$ cat src/cfg_loader_pkg.sv
`default_nettype none
package cfg_loader_pkg;
   // ========================================
   // Multi-mode pins and their codes
   localparam int NPIN = 4;
   localparam int PIN_A = 0;
   localparam int PIN_B = 1;
   localparam int PIN_FINE = 2;
   localparam int PIN_COARSE = 3;
   localparam logic [4:0] RES_IDX_MAX = 5'h1E;
   typedef enum logic [1:0] {
      CONN_LOW = 2'h0,
      CONN_OPEN = 2'h1,
      CONN_HIGH = 2'h2,
      CONN_RES = 2'h3
   } conn_e;
   typedef struct packed {
      logic is_res;
      logic [1:0] strap;
      logic [4:0] idx;
   } pin_code_s;
   typedef pin_code_s [NPIN-1:0] pin_codes_t;

   // ========================================
   // Derived settings, voltages in 10 mV units
   localparam int VOUT_W = 10;
   localparam int ADDR_W = 7;
   localparam logic [8:0][9:0] VOUT_TABLE = {10'h1F4, 10'h14A, 10'h0FA, 10'h0B4, 10'h096,
                                              10'h078, 10'h064, 10'h050, 10'h03C};
   localparam logic [9:0] VOUT_COARSE_STEP = 10'h019;
   localparam logic [9:0] VOUT_FALLBACK = 10'h03C;
   localparam logic [9:0] VOUT_MAX_DIV = 10'h00A;
   localparam logic [9:0] VOUT_SET_RST = 10'h03C;
   localparam logic [6:0] ADDR_BASE_DEF = 7'h20;

   // ========================================
   // Monitors and interrupts
   localparam int NMON = 5;
   localparam int MON_W = 12;
   localparam logic [11:0] MON_LIM_RST = 12'hFFF;
   typedef logic [NMON-1:0][MON_W-1:0] mon_vals_t;
   localparam int NIRQ = 6;
   localparam int IRQ_LOAD_BIT = 5;

   // ========================================
   // Register offsets and fields
   localparam logic [7:0] OFF_CTRL = 8'h00;
   localparam logic [7:0] OFF_STATUS = 8'h04;
   localparam logic [7:0] OFF_PIN_CODES = 8'h08;
   localparam logic [7:0] OFF_BUS_ADDR = 8'h0C;
   localparam logic [7:0] OFF_VOUT_SET = 8'h10;
   localparam logic [7:0] OFF_VOUT_MAX = 8'h14;
   localparam logic [7:0] OFF_IRQ_STATUS = 8'h18;
   localparam logic [7:0] OFF_IRQ_ENABLE = 8'h1C;
   localparam logic [7:0] OFF_IRQ_CLEAR = 8'h20;
   localparam logic [7:0] OFF_MON_VAL = 8'h40;
   localparam logic [7:0] OFF_MON_LIM = 8'h60;
   localparam int CTRL_RESTORE_BIT = 0;
   localparam int CTRL_SAVE_BIT = 1;
   localparam int STAT_LOADED_BIT = 0;
   localparam int STAT_BUSY_BIT = 1;
   localparam int STAT_EN_BIT = 2;

   // ========================================
   // Timing and sequencing
   localparam int CLK_PERIOD_NS = 8;
   localparam int PIN_SETTLE_NS = 2000;
   localparam int PIN_SETTLE_CYC = (PIN_SETTLE_NS + CLK_PERIOD_NS - 1) / CLK_PERIOD_NS;
   typedef enum logic [1:0] {
      LD_IDLE = 2'h0,
      LD_SETTLE = 2'h1,
      LD_CAPTURE = 2'h3
   } ld_e;

   // ========================================
   // Bus carriers
   typedef struct packed {
      logic psel;
      logic penable;
      logic pwrite;
      logic [7:0] paddr;
      logic [31:0] pwdata;
   } apb_req_s;
   typedef struct packed {
      logic [31:0] prdata;
      logic pready;
      logic pslverr;
   } apb_rsp_s;
   typedef struct packed {
      pin_codes_t codes;
      logic [9:0] vout_set;
   } nvm_img_s;
endpackage
`default_nettype wire

$ cat src/pin_frontend.sv
`default_nettype none
module pin_frontend
   import cfg_loader_pkg::*;
(
   // Clock and reset
   input wire logic ref_clk,
   input wire logic rst_n,
   // Pin classifier outputs, asynchronous
   input wire logic [NPIN-1:0][1:0] pin_kind,
   input wire logic [NPIN-1:0][4:0] pin_res_idx,
   input wire logic enable_pin,
   // Synchronised codes
   output var pin_codes_t pin_codes,
   output logic enable_sync
);
   typedef struct packed {
      logic [NPIN-1:0][6:0] s1;
      logic [NPIN-1:0][6:0] s2;
      logic en1;
      logic en2;
   } fe_s;
   fe_s st_r;
   fe_s st_nxt;

   always_comb begin
      st_nxt = st_r;
      for (int i = 0; i < NPIN; i++) begin
         st_nxt.s1[i] = {pin_kind[i], pin_res_idx[i]};
      end
      st_nxt.s2 = st_r.s1;
      st_nxt.en1 = enable_pin;
      st_nxt.en2 = st_r.en1;
   end

   always_ff @(posedge ref_clk) begin
      if (!rst_n) begin
         st_r <= '0;
      end else begin
         st_r <= st_nxt;
      end
   end

   assign enable_sync = st_r.en2;

   // ========================================
   // Classification per pin
   for (genvar g = 0; g < NPIN; g++) begin : g_pin
      logic res;
      logic [4:0] idx;
      assign res = st_r.s2[g][6:5] == CONN_RES;
      assign idx = st_r.s2[g][4:0];
      assign pin_codes[g].is_res = res;
      // Strap code equals connection code for low, open and high
      assign pin_codes[g].strap = res ? 2'h0 : st_r.s2[g][6:5];
      // Out-of-range resistance clamps to the top selection
      assign pin_codes[g].idx = !res ? 5'h00 : (idx > RES_IDX_MAX) ? RES_IDX_MAX : idx;
   end
endmodule
`default_nettype wire

$ cat src/cfg_decoder.sv
`default_nettype none
module cfg_decoder
   import cfg_loader_pkg::*;
(
   // Codes in
   input var pin_codes_t pin_codes,
   input wire logic [ADDR_W-1:0] addr_base,
   // Derived settings out
   output logic [VOUT_W-1:0] vout_pin,
   output logic [VOUT_W-1:0] vout_max_pin,
   output logic [ADDR_W-1:0] bus_addr_pin
);
   pin_code_s fine;
   pin_code_s coarse;
   logic [6:0] a_val;
   logic [6:0] b_val;

   assign fine = pin_codes[PIN_FINE];
   assign coarse = pin_codes[PIN_COARSE];

   always_comb begin
      if (!fine.is_res && !coarse.is_res) begin
         vout_pin = VOUT_TABLE[4'(coarse.strap) * 4'h3 + 4'(fine.strap)];
      end else if (fine.is_res && coarse.is_res) begin
         vout_pin = 10'(fine.idx) + 10'(coarse.idx) * VOUT_COARSE_STEP;
      end else begin
         // Mixed strap and resistor has no defined voltage
         vout_pin = VOUT_FALLBACK;
      end
   end

   assign vout_max_pin = vout_pin + vout_pin / VOUT_MAX_DIV;

   assign a_val = pin_codes[PIN_A].is_res ? 7'(pin_codes[PIN_A].idx) :
                  7'(pin_codes[PIN_A].strap);
   assign b_val = pin_codes[PIN_B].is_res ? 7'(pin_codes[PIN_B].idx) :
                  7'(pin_codes[PIN_B].strap);
   assign bus_addr_pin = addr_base + a_val + b_val * 7'h03;
endmodule
`default_nettype wire

$ cat src/strap_pin_config_loader.sv
// Operation
// - Sample pins at power-up and on restore
// - Classify each pin into four connection kinds
// - Single strap pin gives low, open, high
// - Two strap pins give nine settings
// - Resistor pin decodes to up to 31
// - Pin-set parameters stay readable; only the set-point is writable
// - Bus address and ceiling only from pins
// - Bus address from two address pins
// - Ceiling is set-point plus ten percent
// - Configuration can be saved to storage
// - Enabled device runs on pin settings
// - Monitored values readable by host
// - Limits on monitored values raise alert
// - Enable input active high permits switching
// - Alert drives the dedicated alert line
//
// Our own choices: the APB register port and the register addresses.
`default_nettype none
module strap_pin_config_loader
   import cfg_loader_pkg::*;
#(
   parameter logic [ADDR_W-1:0] ADDR_BASE = ADDR_BASE_DEF
) (
   // Clock and reset
   input wire logic ref_clk,
   input wire logic rst_n,
   // Register bus
   input var apb_req_s apb_in,
   output var apb_rsp_s apb_out,
   // Multi-mode pin classifier and enable pin
   input wire logic [NPIN-1:0][1:0] pin_kind,
   input wire logic [NPIN-1:0][4:0] pin_res_idx,
   input wire logic enable_pin,
   // Telemetry from converters
   input var mon_vals_t mon_values,
   // Settings to the power stage
   output logic pwm_enable,
   output logic [ADDR_W-1:0] bus_addr,
   output logic [VOUT_W-1:0] vout_set,
   output logic [VOUT_W-1:0] vout_max,
   // Non-volatile store
   output logic nvm_wr,
   output var nvm_img_s nvm_wdata,
   // Alerts
   output logic irq,
   output logic serial_alert_out
);
   localparam int CNT_W = $clog2(PIN_SETTLE_CYC + 1);
   localparam logic [CNT_W-1:0] SETTLE_LAST = CNT_W'(PIN_SETTLE_CYC - 1);

   typedef struct packed {
      ld_e ld;
      logic [CNT_W-1:0] cnt;
      logic loaded;
      pin_codes_t codes;
      logic [VOUT_W-1:0] pin_vout;
      logic [VOUT_W-1:0] vout_set;
      logic [VOUT_W-1:0] vout_max;
      logic [ADDR_W-1:0] bus_addr;
      mon_vals_t mon_lim;
      logic [NIRQ-1:0] irq_st;
      logic [NIRQ-1:0] irq_en;
      logic irq;
      logic alert;
      logic pwm_en;
      logic nvm_wr;
      nvm_img_s nvm_img;
      apb_rsp_s rsp;
   } state_s;

   state_s st_r;
   state_s st_nxt;
   pin_codes_t pin_codes;
   logic enable_sync;
   logic [VOUT_W-1:0] vout_pin;
   logic [VOUT_W-1:0] vout_max_pin;
   logic [ADDR_W-1:0] bus_addr_pin;
   logic acc;
   logic wr;
   logic hit;
   logic [31:0] rdata;
   logic restore;
   logic [NIRQ-1:0] set_vec;
   logic [NIRQ-1:0] clr_vec;
   logic [NMON-1:0] over;

   // ========================================
   // Pin front end and decoding
   pin_frontend u_frontend (
      .ref_clk(ref_clk),
      .rst_n(rst_n),
      .pin_kind(pin_kind),
      .pin_res_idx(pin_res_idx),
      .enable_pin(enable_pin),
      .pin_codes(pin_codes),
      .enable_sync(enable_sync)
   );

   cfg_decoder u_decoder (
      .pin_codes(pin_codes),
      .addr_base(ADDR_BASE),
      .vout_pin(vout_pin),
      .vout_max_pin(vout_max_pin),
      .bus_addr_pin(bus_addr_pin)
   );

   // ========================================
   // Next state
   always_comb begin
      st_nxt = st_r;
      acc = apb_in.psel && apb_in.penable;
      wr = acc && st_r.rsp.pready && apb_in.pwrite;
      restore = 1'b0;
      clr_vec = '0;
      set_vec = '0;
      st_nxt.nvm_wr = 1'b0;

      // Read mux; misaligned or unknown addresses answer with an error
      rdata = '0;
      hit = 1'b1;
      case (apb_in.paddr)
         OFF_CTRL: rdata = '0;
         OFF_STATUS: begin
            rdata[STAT_LOADED_BIT] = st_r.loaded;
            rdata[STAT_BUSY_BIT] = st_r.ld != LD_IDLE;
            rdata[STAT_EN_BIT] = enable_sync;
         end
         OFF_PIN_CODES: rdata = 32'(st_r.codes);
         OFF_BUS_ADDR: rdata = 32'(st_r.bus_addr);
         OFF_VOUT_SET: rdata = 32'(st_r.vout_set);
         OFF_VOUT_MAX: rdata = 32'(st_r.vout_max);
         OFF_IRQ_STATUS: rdata = 32'(st_r.irq_st);
         OFF_IRQ_ENABLE: rdata = 32'(st_r.irq_en);
         OFF_IRQ_CLEAR: rdata = '0;
         default: begin
            hit = 1'b0;
            for (int i = 0; i < NMON; i++) begin
               if (apb_in.paddr == OFF_MON_VAL + 8'(4 * i)) begin
                  hit = 1'b1;
                  rdata = 32'(mon_values[i]);
               end
               if (apb_in.paddr == OFF_MON_LIM + 8'(4 * i)) begin
                  hit = 1'b1;
                  rdata = 32'(st_r.mon_lim[i]);
               end
            end
         end
      endcase

      // One wait state, then the completing edge
      st_nxt.rsp.pready = acc && !st_r.rsp.pready;
      if (acc && !st_r.rsp.pready) begin
         st_nxt.rsp.prdata = apb_in.pwrite ? 32'h0000_0000 : rdata;
         st_nxt.rsp.pslverr = !hit;
      end else begin
         st_nxt.rsp.prdata = '0;
         st_nxt.rsp.pslverr = 1'b0;
      end

      if (wr) begin
         case (apb_in.paddr)
            OFF_CTRL: begin
               restore = apb_in.pwdata[CTRL_RESTORE_BIT];
               if (apb_in.pwdata[CTRL_SAVE_BIT]) begin
                  st_nxt.nvm_wr = 1'b1;
                  st_nxt.nvm_img = '{codes: st_r.codes, vout_set: st_r.vout_set};
               end
            end
            OFF_VOUT_SET: st_nxt.vout_set = apb_in.pwdata[VOUT_W-1:0];
            OFF_IRQ_ENABLE: st_nxt.irq_en = apb_in.pwdata[NIRQ-1:0];
            OFF_IRQ_CLEAR: clr_vec = apb_in.pwdata[NIRQ-1:0];
            // Address and ceiling writes are accepted but change nothing
            OFF_BUS_ADDR, OFF_VOUT_MAX: st_nxt.bus_addr = st_r.bus_addr;
            default: begin
               for (int i = 0; i < NMON; i++) begin
                  if (apb_in.paddr == OFF_MON_LIM + 8'(4 * i)) begin
                     st_nxt.mon_lim[i] = apb_in.pwdata[MON_W-1:0];
                  end
               end
            end
         endcase
      end

      // Pin sampling sequence
      case (st_r.ld)
         LD_IDLE: begin
            if (restore) begin
               st_nxt.ld = LD_SETTLE;
               st_nxt.cnt = '0;
            end
         end
         LD_SETTLE: begin
            st_nxt.cnt = st_r.cnt + 1'b1;
            if (st_r.cnt == SETTLE_LAST) begin
               st_nxt.ld = LD_CAPTURE;
            end
         end
         LD_CAPTURE: begin
            st_nxt.ld = LD_IDLE;
            st_nxt.codes = pin_codes;
            st_nxt.pin_vout = vout_pin;
            st_nxt.vout_set = vout_pin;
            st_nxt.vout_max = vout_max_pin;
            st_nxt.bus_addr = bus_addr_pin;
            st_nxt.loaded = 1'b1;
            set_vec[IRQ_LOAD_BIT] = 1'b1;
         end
         default: st_nxt.ld = LD_IDLE;
      endcase

      for (int i = 0; i < NMON; i++) begin
         over[i] = mon_values[i] > st_r.mon_lim[i];
      end
      set_vec[NMON-1:0] = over;
      // A new event beats a clear in the same cycle
      st_nxt.irq_st = (st_r.irq_st & ~clr_vec) | set_vec;
      st_nxt.irq = |(st_nxt.irq_st & st_nxt.irq_en);
      st_nxt.alert = st_nxt.irq;
      // Switching only once pin settings are in place
      st_nxt.pwm_en = enable_sync && st_nxt.loaded;
   end

   always_ff @(posedge ref_clk) begin
      if (!rst_n) begin
         st_r <= '0;
         st_r.ld <= LD_SETTLE;
         st_r.vout_set <= VOUT_SET_RST;
         st_r.mon_lim <= {NMON{MON_LIM_RST}};
      end else begin
         st_r <= st_nxt;
      end
   end

   assign apb_out = st_r.rsp;
   assign pwm_enable = st_r.pwm_en;
   assign bus_addr = st_r.bus_addr;
   assign vout_set = st_r.vout_set;
   assign vout_max = st_r.vout_max;
   assign nvm_wr = st_r.nvm_wr;
   assign nvm_wdata = st_r.nvm_img;
   assign irq = st_r.irq;
   assign serial_alert_out = st_r.alert;
endmodule
`default_nettype wire

$ cat config.mk
export PLATFORM = sky130hd
export DESIGN_NAME = strap_pin_config_loader
export DESIGN_NICKNAME = d
export VERILOG_FILES = /design/src/cfg_loader_pkg.sv /design/src/pin_frontend.sv /design/src/cfg_decoder.sv /design/src/strap_pin_config_loader.sv
export SDC_FILE = /design/constraint.sdc
export NUM_CORES = 1
export LEC_CHECK = 0
export BUFFER_PORTS_ARGS = -buffer_cell sky130_fd_sc_hd__buf_2
export CORE_UTILIZATION = 50
export CTS_CLUSTER_DIAMETER = 30
export DETAILED_ROUTE_END_ITERATION = 16
export PLACE_DENSITY = 0.71
export SYNTH_ARGS = -nofsm -noshare
export SYNTH_HDL_FRONTEND = slang
export SYNTH_HIERARCHICAL = 1
export SYNTH_SLANG_ARGS = --single-unit
$ cat constraint.sdc
create_clock -name ref_clk -period 7.7 [get_ports ref_clk]
set_input_delay 0.385 -clock ref_clk [delete_from_list [all_inputs] [get_ports ref_clk]]
set_output_delay 0.385 -clock ref_clk [all_outputs]
set_load 0.05 [all_outputs]
* Word-level counts from Yosys, hierarchy flattened *
Memories as Yosys holds them, arrays and structs flattened.
Cells that the tools add are included.

storage, ports and cells
  register bits = 289
  ROM bits = 160
  input port bits = 134
  output and inout bits = 107
  logic and storage cells = 199
  memories kept = 1

cells by class
  $add $sub $neg = 6
  $mul = 3
  divide/modulo/power cells = 1
  magnitude comparators = 10
  eq/ne operators = 27
  muxes and demuxes = 55
  bitwise logic cells = 7
  reductions and logical operators = 34

memories
  memory           depth  bits a word  rd ports  clocked after Yosys merged registers in  write ports  line               source
  (no name shown)  16     10           1         0                                        0            cfg_decoder.sv:23  vout_pin = VOUT_TABLE[4'(coarse.strap) * 4'h3 + 4'(fine.strap)];

operator list
  operator                                             number
  2-to-1 mux 32 bit                                    9
  case mux 29 bit (7 select lines)                     1
  equality test 8 x 7 -> 1 bit, second input constant  10
  2-to-1 mux 70 bit                                    1
  > comparator 12 bit                                  5
  2-to-1 mux 10 bit                                    6
  2-to-1 mux 5 bit                                     10
  2-to-1 mux 43 bit                                    1
  equality test 8 x 5 -> 1 bit, second input constant  4
  2-to-1 mux 6 bit                                     4
  case mux 3 bit (8 select lines)                      1
  AND reduction 3 bit                                  7
  > comparator 5 bit, second input constant            4
  equality test 8 x 4 -> 1 bit, second input constant  2
  case mux 8 bit (2 select lines)                      1
  2-to-1 mux 1 bit                                     14
  AND 6 bit                                            2
  2-to-1 mux 12 bit                                    1
  OR reduction 6 bit                                   2
  adder 10 bit                                         1
  adder 5 x 10 -> 10 bit                               1
  divider 10 x 4 -> 10 bit, second input constant      1
  equality test 2 bit, second input constant           5
  multiplier 5 x 5 -> 10 bit, second input constant    1
  26 further kinds                                     49

* Depth between registers and ports, before layout *
Gate-level depths: netlist of the first run.

  depth after elaboration = 13
  depth in mapped cells = 40
  gate-level depth less buffers = 39

* Hierarchy *
Netlist of the first run, hierarchy kept.

modules (own cells, without submodules)
  module                   instances  cells each  area each (µm²)  seq. area each (µm²)
  strap_pin_config_loader  1          1418        11335.9          4424.2
  cfg_decoder              1          343         2736.4           0.0
  pin_frontend             1          162         1854.3           1161.1

* Worst setup path before layout of the first run *
OpenSTA, ideal clock, no wires.

  path kind = reg-to-reg
  start point = reg u_frontend/st_r[28] in the netlist's numbering
  end point = reg st_r, in the netlist vout_max[8]
  setup time = 0.070 ns
  arrival = 6.829 ns
  data required time = 7.630 ns
  path slack = 0.800 ns
  cell stages (with the launch flop) = 39
  buffers on the path = 1
  period minus slack after synthesis = 6.900 ns
  cell sequence = dfxtp_1 -> and2_1 -> and3_1 -> ha_1 -> ha_1 -> fa_1 -> ha_1 -> a211o_1 -> a21oi_1 -> mux2_4 -> and2_4 -> inv_2 -> buf_4 -> or3_1 -> a211oi_1 -> a211o_1 -> nor2_1 -> mux2i_1 -> [... 3 more ...] -> a31oi_1 -> a21oi_2 -> a31oi_2 -> o221a_4 -> a32oi_2 -> ha_1 -> inv_1 -> fa_1 -> inv_1 -> a21oi_1 -> o21bai_1 -> a21oi_1 -> o21bai_1 -> a21oi_1 -> nor2_1 -> xnor2_1 -> nand2_1 -> a21oi_1

RTL lines
  item                    line                            source
  from (decl)             pin_frontend.sv:22              fe_s st_r;
  from (signal assigned)  pin_frontend.sv:39              st_r <= st_nxt;
  to (signal assigned)    strap_pin_config_loader.sv:231  st_r <= st_nxt;
  to (decl)               strap_pin_config_loader.sv:72   state_s st_r;

==> qor.yml, run 1 <==
floorplanning:
  io_pins: 241
  core_area_um2: 30990
  die_width_um: 180.5
  die_y_um: 180.5
  floorplan.die_area_um2: 32570
  num_rows: 64
  start_util_pct: 51.39
synth:
  synth_edf_count: 0
  synth_area_um2: 15930
  ys_seq_elements: 279
  syn_avg_cell_area_um2: 8.282
  synth-async-reset-ratio_pct: 0
  yosysWarnings: 6
  syn_inst: 1923
  synth_cell_type_count: 94
  synth-main-ff-cell: "dfxtp_1"
  seq_area_frac_synth_pct: 35.07
timing:
  fin_crit_ps: 7354
  worstMarginPinSlew_ps: 1199
  slew_violations: 0
  setup_viol: 0
  maxSlewHeadroom_pct: 19.80
  max_freq_mhz: 136.0
  min_period_over_period_pct: 95.50
  finalWorstSetupSlack_ps: 346.4
  fin_skew_ps: 61.04
  finalHoldViolCount: 0
worst_setup_path:
  r2r-start: "u_frontend/st_r[28]$_SDFF_PN0_"
  start_kind: "register"
  path_common_cell: "a21oi_1"
  cp_max_fo: 10
  path_buf_inv: 4
  r2r-end: "vout_max[8]$_SDFFE_PN0P_"
  path_delay_family: "compound AO/OA/AOI/OAI gates"
  critPathMaxStageDelay_ps: 550
  arrival_ps: 7830
  reg2reg_depth: 38
  crit_slowest_cell: "fa_1"
  end_kind: "register"
  critPathKind: "reg -> reg"
  r2r_slack_ps: 350
  cp.required_ps: 8180
clock_network:
  clk_pin_slew_ps: 60
  cts_buffers: 57
  ctsHtreeMaxLevel: 2
  cts.sinks: 279
  cts_tree: "yes"
  clock_latency_ps: 610
  postCtsHoldBufs: 0
  clock_path_buffers: 3
  cts_root_buf: "clkbuf_16"
min_path:
  hp-class: "in -> reg"
  holdPathStages: 2
  hold_end: "u_frontend/st_nxt[19]$_SDFF_PN0_"
  hp-start: "pin_res_idx[13]"
pwr:
  power_density_nw_per_um2: 231.2
  seqPwrFrac_pct: 34.1
  p_clk_share_pct: 56.1
  leakagePower_uw: 0.008520
  switching_share_pct: 25.86
  comb_power_share_pct: 9.8
  p_int_uw: 3195
  netSwitchingPower_uw: 1115
  finalPower_uw: 4310
  worst_ir_drop_vdd_mv: 0.2026
global_route:
  antenna_found_initial: 2
  busiest_layer: "met2"
  overflow: 0
  met2_usage_pct: 45.46
  grtUsageMet3_pct: 4.911
  use_met1_pct: 39.97
  grt_max_degree: 87
  grt_pass1_wl_um: 74910
  grt_usage_pct: 29.09
  grt_pass1_vias: 13570
layout:
  postLayoutCoreUtil_pct: 60.16
  final_cell_mix: "nand2_1 (324), dfxtp_1 (277), buf_2 (219), a21oi_1 (161), ha_1 (109)"
  nNetsFinal: 2295
  drive_gt1_share_pct: 22.02
  finalInstanceArea_um2: 18640
  fillers: 2739
  final_common_cell: "nand2_1"
  register_area_um2: 5593
  area_growth_pct: 17.06
  multi_input_area_um2: 8762
place:
  globalplace.congestion: 0.9815
  port-buffer-count: 220
  postPlaceCellArea_um2: 16480
  place_hpwl_um: 35100
  pre_cts_ws_ps: 18.26
drt:
  vias: 14410
  ant_nets: 0
  routed_wirelength_um: 48620
  drt_iter0_markers: 1418
  first_pass_iters: 5
  drc: 0
  vias_per_cell: 5.818
  wl_per_cell_um: 19.63
run_status:
  status: "finished, final reports clean"
flow_run:
  maxCapViolations: 0
==> logic make-up after synthesis <==
family / Yosys count / synth area share [%]
AOI/OAI and AO/OA: 454 / 19.01
xor gates and xnor gates: 25 / 1.375
adders and majority gates: 129 / 10.83
buffers and inverters: 322 / 10.85
DFF: 279 / 35.07
muxes: 28 / 1.854
other: 2 / 0.04715
and+or+nand+nor: 684 / 20.97
==> synthesized netlist by cell type (all sizes together) (32+ instances only) <==
cell	count	share of area [%]
nand2	326	7.7
nor2	88	2.1
o21ai	60	1.9
clkbuf	74	1.8
a21oi	168	5.4
and2	93	3.8
dfxtp	279	35
o211ai	73	3.5
nand4	34	1.3
buf	140	6.5
ha	113	8.9
and3	32	1.3
inv	108	2.6
==> final cells by class <==
| class | instances | share of cell area [%] |
|---|---|---|
| Clock buffer | 69 | 8.214 |
| Inverter | 108 | 2.221 |
| Antenna cell | 1 | 0.01342 |
| Multi-Input combinational cell | 1327 | 47.00 |
| Tap cell | 396 | 2.658 |
| Sequential cell | 279 | 30.00 |
| Timing Repair Buffer | 260 | 7.617 |
| Clock inverter | 37 | 2.282 |
==> registers in the layout (all words and copies together) (netlist names) <==
| register | cells |
|---|---|
| st_r | 115 |
| nvm_wdata | 42 |
| apb_out | 34 |
| u_frontend/st_nxt | 29 |
| u_frontend/g_pin.idx | 20 |
| vout_max | 10 |
| vout_set | 10 |
| u_frontend/st_r | 8 |
| bus_addr | 7 |
| nvm_wr | 1 |
| pwm_enable | 1 |
| serial_alert_out | 1 |
| u_frontend/enable_sync | 1 |
==> routing by layer <==
layer | part of all wire [%] | up-vias
met5 | 0.025 | -
met3 | 9.6 | 96
li1 | - | 6812
met2 | 45 | 723
met1 | 43 | 6778
met4 | 2.9 | 2
==> metrics by stage <==
| step | setup TNS, ps | cells | hold WS, ps |
|---|---|---|---|
| finish | 0 | 2477 | 19.94 |
| global route | -45.92 | 2476 | 7.243 |
| CTS | 0 | 2464 | 6.325 |
| detailed placement | 0 | 2358 | 416.9 |
| global placement | 0 | 2358 | 420.6 |
| floorplan | 0 | 1928 | 411.9 |
==> how the worst max path moves through the flow <==
stage,from,endpoint,cells past startpoint
finish,u_frontend/st_r[28]$_SDFF_PN0_,vout_max[8]$_SDFFE_PN0P_,38
global placement,u_frontend/st_r[28]$_SDFF_PN0_,vout_max[8]$_SDFFE_PN0P_,37
CTS,u_frontend/st_r[29]$_SDFF_PN0_,vout_max[8]$_SDFFE_PN0P_,37
floorplan,u_frontend/st_r[28]$_SDFF_PN0_,vout_max[8]$_SDFFE_PN0P_,38
detailed placement,u_frontend/st_r[29]$_SDFF_PN0_,vout_max[8]$_SDFFE_PN0P_,37
global route,u_frontend/st_r[28]$_SDFF_PN0_,vout_max[8]$_SDFFE_PN0P_,37
==> power by group through the flow <==
stage                     registers (uW)  logic [uW]  clock network [uW]
final                               1470         420                2420
after global routing                1470         455                2530
after CTS                           1470         401                2440
after detailed placement            1500         398                   0
after global placement              1500         391                   0
after floorplan                     1500         281                   0
==> repair_timing <==
action,CTS,global route
pin swaps,0,17
setup endpoints to repair,1,5
resized for setup,1,27
buffers inserted,0,12
Note: power is estimated with default switching activity, not from simulation.
==> inputs of run 2 (changes only) <==
--- a/config.mk
+++ b/config.mk
@@ -9,7 +9,9 @@
 export CORE_UTILIZATION = 50
 export CTS_CLUSTER_DIAMETER = 30
 export DETAILED_ROUTE_END_ITERATION = 16
+export HOLD_SLACK_MARGIN = 0.06
 export PLACE_DENSITY = 0.71
+export SETUP_SLACK_MARGIN = 0.02
 export SYNTH_ARGS = -nofsm -noshare
 export SYNTH_HDL_FRONTEND = slang
 export SYNTH_HIERARCHICAL = 1
==> constraint.sdc (replaced) <==
create_clock -name ref_clk -period 9.35 [get_ports ref_clk]
set_input_delay 0.4675 -clock ref_clk [delete_from_list [all_inputs] [get_ports ref_clk]]
set_output_delay 0.4675 -clock ref_clk [all_outputs]
set_load 0.05 [all_outputs]
==> qor.yml, run 2 (same netlist as run 1, synthesis figures left out) <==
clock_network:
  clock_path_buffers: 3
  cts_tree: "yes"
  post-cts-setup-buffers: 0
  clk_pin_slew_ps: 50
  cts_buffers: 66
  postCtsHoldBufs: 0
  ctsHtreeMaxLevel: 3
  cts_resized: 0
  cts_root_buf: "clkbuf_16"
  cts.sinks: 279
  clock_latency_ps: 570
floorplanning:
  floorplan.die_area_um2: 32570
  die_y_um: 180.5
  die_width_um: 180.5
  core_area_um2: 30990
  num_rows: 64
  start_util_pct: 51.39
  io_pins: 241
flow_run:
  maxCapViolations: 0
worst_setup_path:
  cp.required_ps: 9840
  arrival_ps: 8730
  cp_max_fo: 15
  crit_slowest_cell: "o22ai_1"
  end_kind: "register"
  critPathKind: "reg -> reg"
  start_kind: "register"
  path_common_cell: "a21oi_1"
  critPathMaxStageDelay_ps: 770
timing:
  min_period_over_period_pct: 88.17
  setup_viol: 0
  finalSetupTns_ps: 0
  fin_crit_ps: 8243
  finalHoldViolCount: 0
  worstMarginPinSlew_ps: 1203
  maxSlewHeadroom_pct: 19.37
  rsz0062_at_grt: "no"
  max_freq_mhz: 121.3
  fin_skew_ps: 21.33
  slew_violations: 0
global_route:
  overflow: 0
  use_met1_pct: 41.50
  busiest_layer: "met2"
  grt_pass1_vias: 13350
  grt_usage_pct: 29.43
  grt_max_degree: 104
  met2_usage_pct: 44.00
  grtUsageMet3_pct: 5.113
  grt_pass1_wl_um: 75110
  antenna_found_initial: 2
drt:
  vias: 14370
  first_pass_iters: 8
  drt_iter0_markers: 1461
  routed_wirelength_um: 48550
  ant_nets: 0
  drc: 0
  wl_per_cell_um: 19.68
  vias_per_cell: 5.824
pwr:
  worst_ir_drop_vdd_mv: 0.1586
  power_density_nw_per_um2: 207.7
  leakagePower_uw: 0.008559
layout:
  diodes: 0
  final_cell_mix: "nand2_1 (325), dfxtp_1 (279), buf_2 (219), a21oi_1 (164), ha_1 (113)"
  nNetsFinal: 2280
  final_common_cell: "nand2_1"
  drive_gt1_share_pct: 20.71
  largest_reg_flops: 115
  area_growth_pct: 17.39
  instances_no_fill: 2467
  top_register: "st_r"
  postLayoutCoreUtil_pct: 60.33
min_path:
  hp-class: "in -> reg"
place:
  globalplace.congestion: 0.9678
  dp_cells: 2346
  port-buffer-count: 220
  place_hpwl_um: 34850
run_status:
  status: "finished, final reports clean"
run 2: cell count changes in the layout (fill, tap and decap cells not counted), moves of 3 or more:
cell,change
clkbuf_1,+3
clkinv_4,-6
clkinvlp_4,+4
ha_1,+4
bufinv_16,+4
inv_6,-5
clkbuf_8,-3
a21oi_1,+3
clkbuf_16,+10
buf_4,-22
inv_8,+3
run 2: stage by stage:
| stage | setup slack, ps | power, uW | instance area (um2) | hold WS (ps) |
|---|---|---|---|---|
| floorplan | 2450 | 1464 | 15950 | 411.9 |
| global placement | 1403 | 1549 | 16380 | 422.0 |
| detailed placement | 1194 | 1553 | 16380 | 419.9 |
| CTS | 1161 | 3896 | 18700 | 83.75 |
| global route | 491.6 | 3997 | 18700 | 87.94 |
| finish | 1107 | 3882 | 18700 | 100.8 |
run 2: layout make-up:
type / count / area [um2]
Clock inverter: 42 / 564.3
Inverter: 108 / 409.1
Timing Repair Buffer: 236 / 1224
Sequential cell: 279 / 5585
Multi-Input combinational cell: 1327 / 8667
Fill cell: 2699 / 12290
Clock buffer: 79 / 1752
Tap cell: 396 / 495.5
run 2: worst max-delay path, delay by kind of cell (launching register included):
kind / cells / cell delay [ps]
adder cells (fa/ha/maj): 7 / 2240
multiplexers: 1 / 160
flip-flops: 1 / 410
AND/OR/NAND/NOR: 6 / 1370
XOR/XNOR: 2 / 320
AO/OA/AOI/OAI: 16 / 3040
buffers and inverters: 3 / 640
run 2: where the power goes:
part	total [uW]	switching [uW]	internal, uW
clock	2340	764	1580
combinational	326	203	123
sequential	1210	6.12	1210
run 2: metal layers:
metal  vias up  routed length, um
met5         -                  0
met4         0               1741
met2       708              21150
li1       6784                  -
met1      6762              21690
met3       115               3964
run 2: final timing paths:
path	cells past startpoint	endpoint	slack, ps	start
max	35	vout_max[8]$_SDFFE_PN0P_	1110	u_frontend/st_r[29]$_SDFF_PN0_
min	2	u_frontend/st_nxt[14]$_SDFF_PN0_	100	pin_kind[2]
max reg2reg	35	vout_max[8]$_SDFFE_PN0P_	1110	u_frontend/st_r[29]$_SDFF_PN0_
min reg2reg	1	u_frontend/st_r[21]$_SDFF_PN0_	420	u_frontend/st_nxt[21]$_SDFF_PN0_
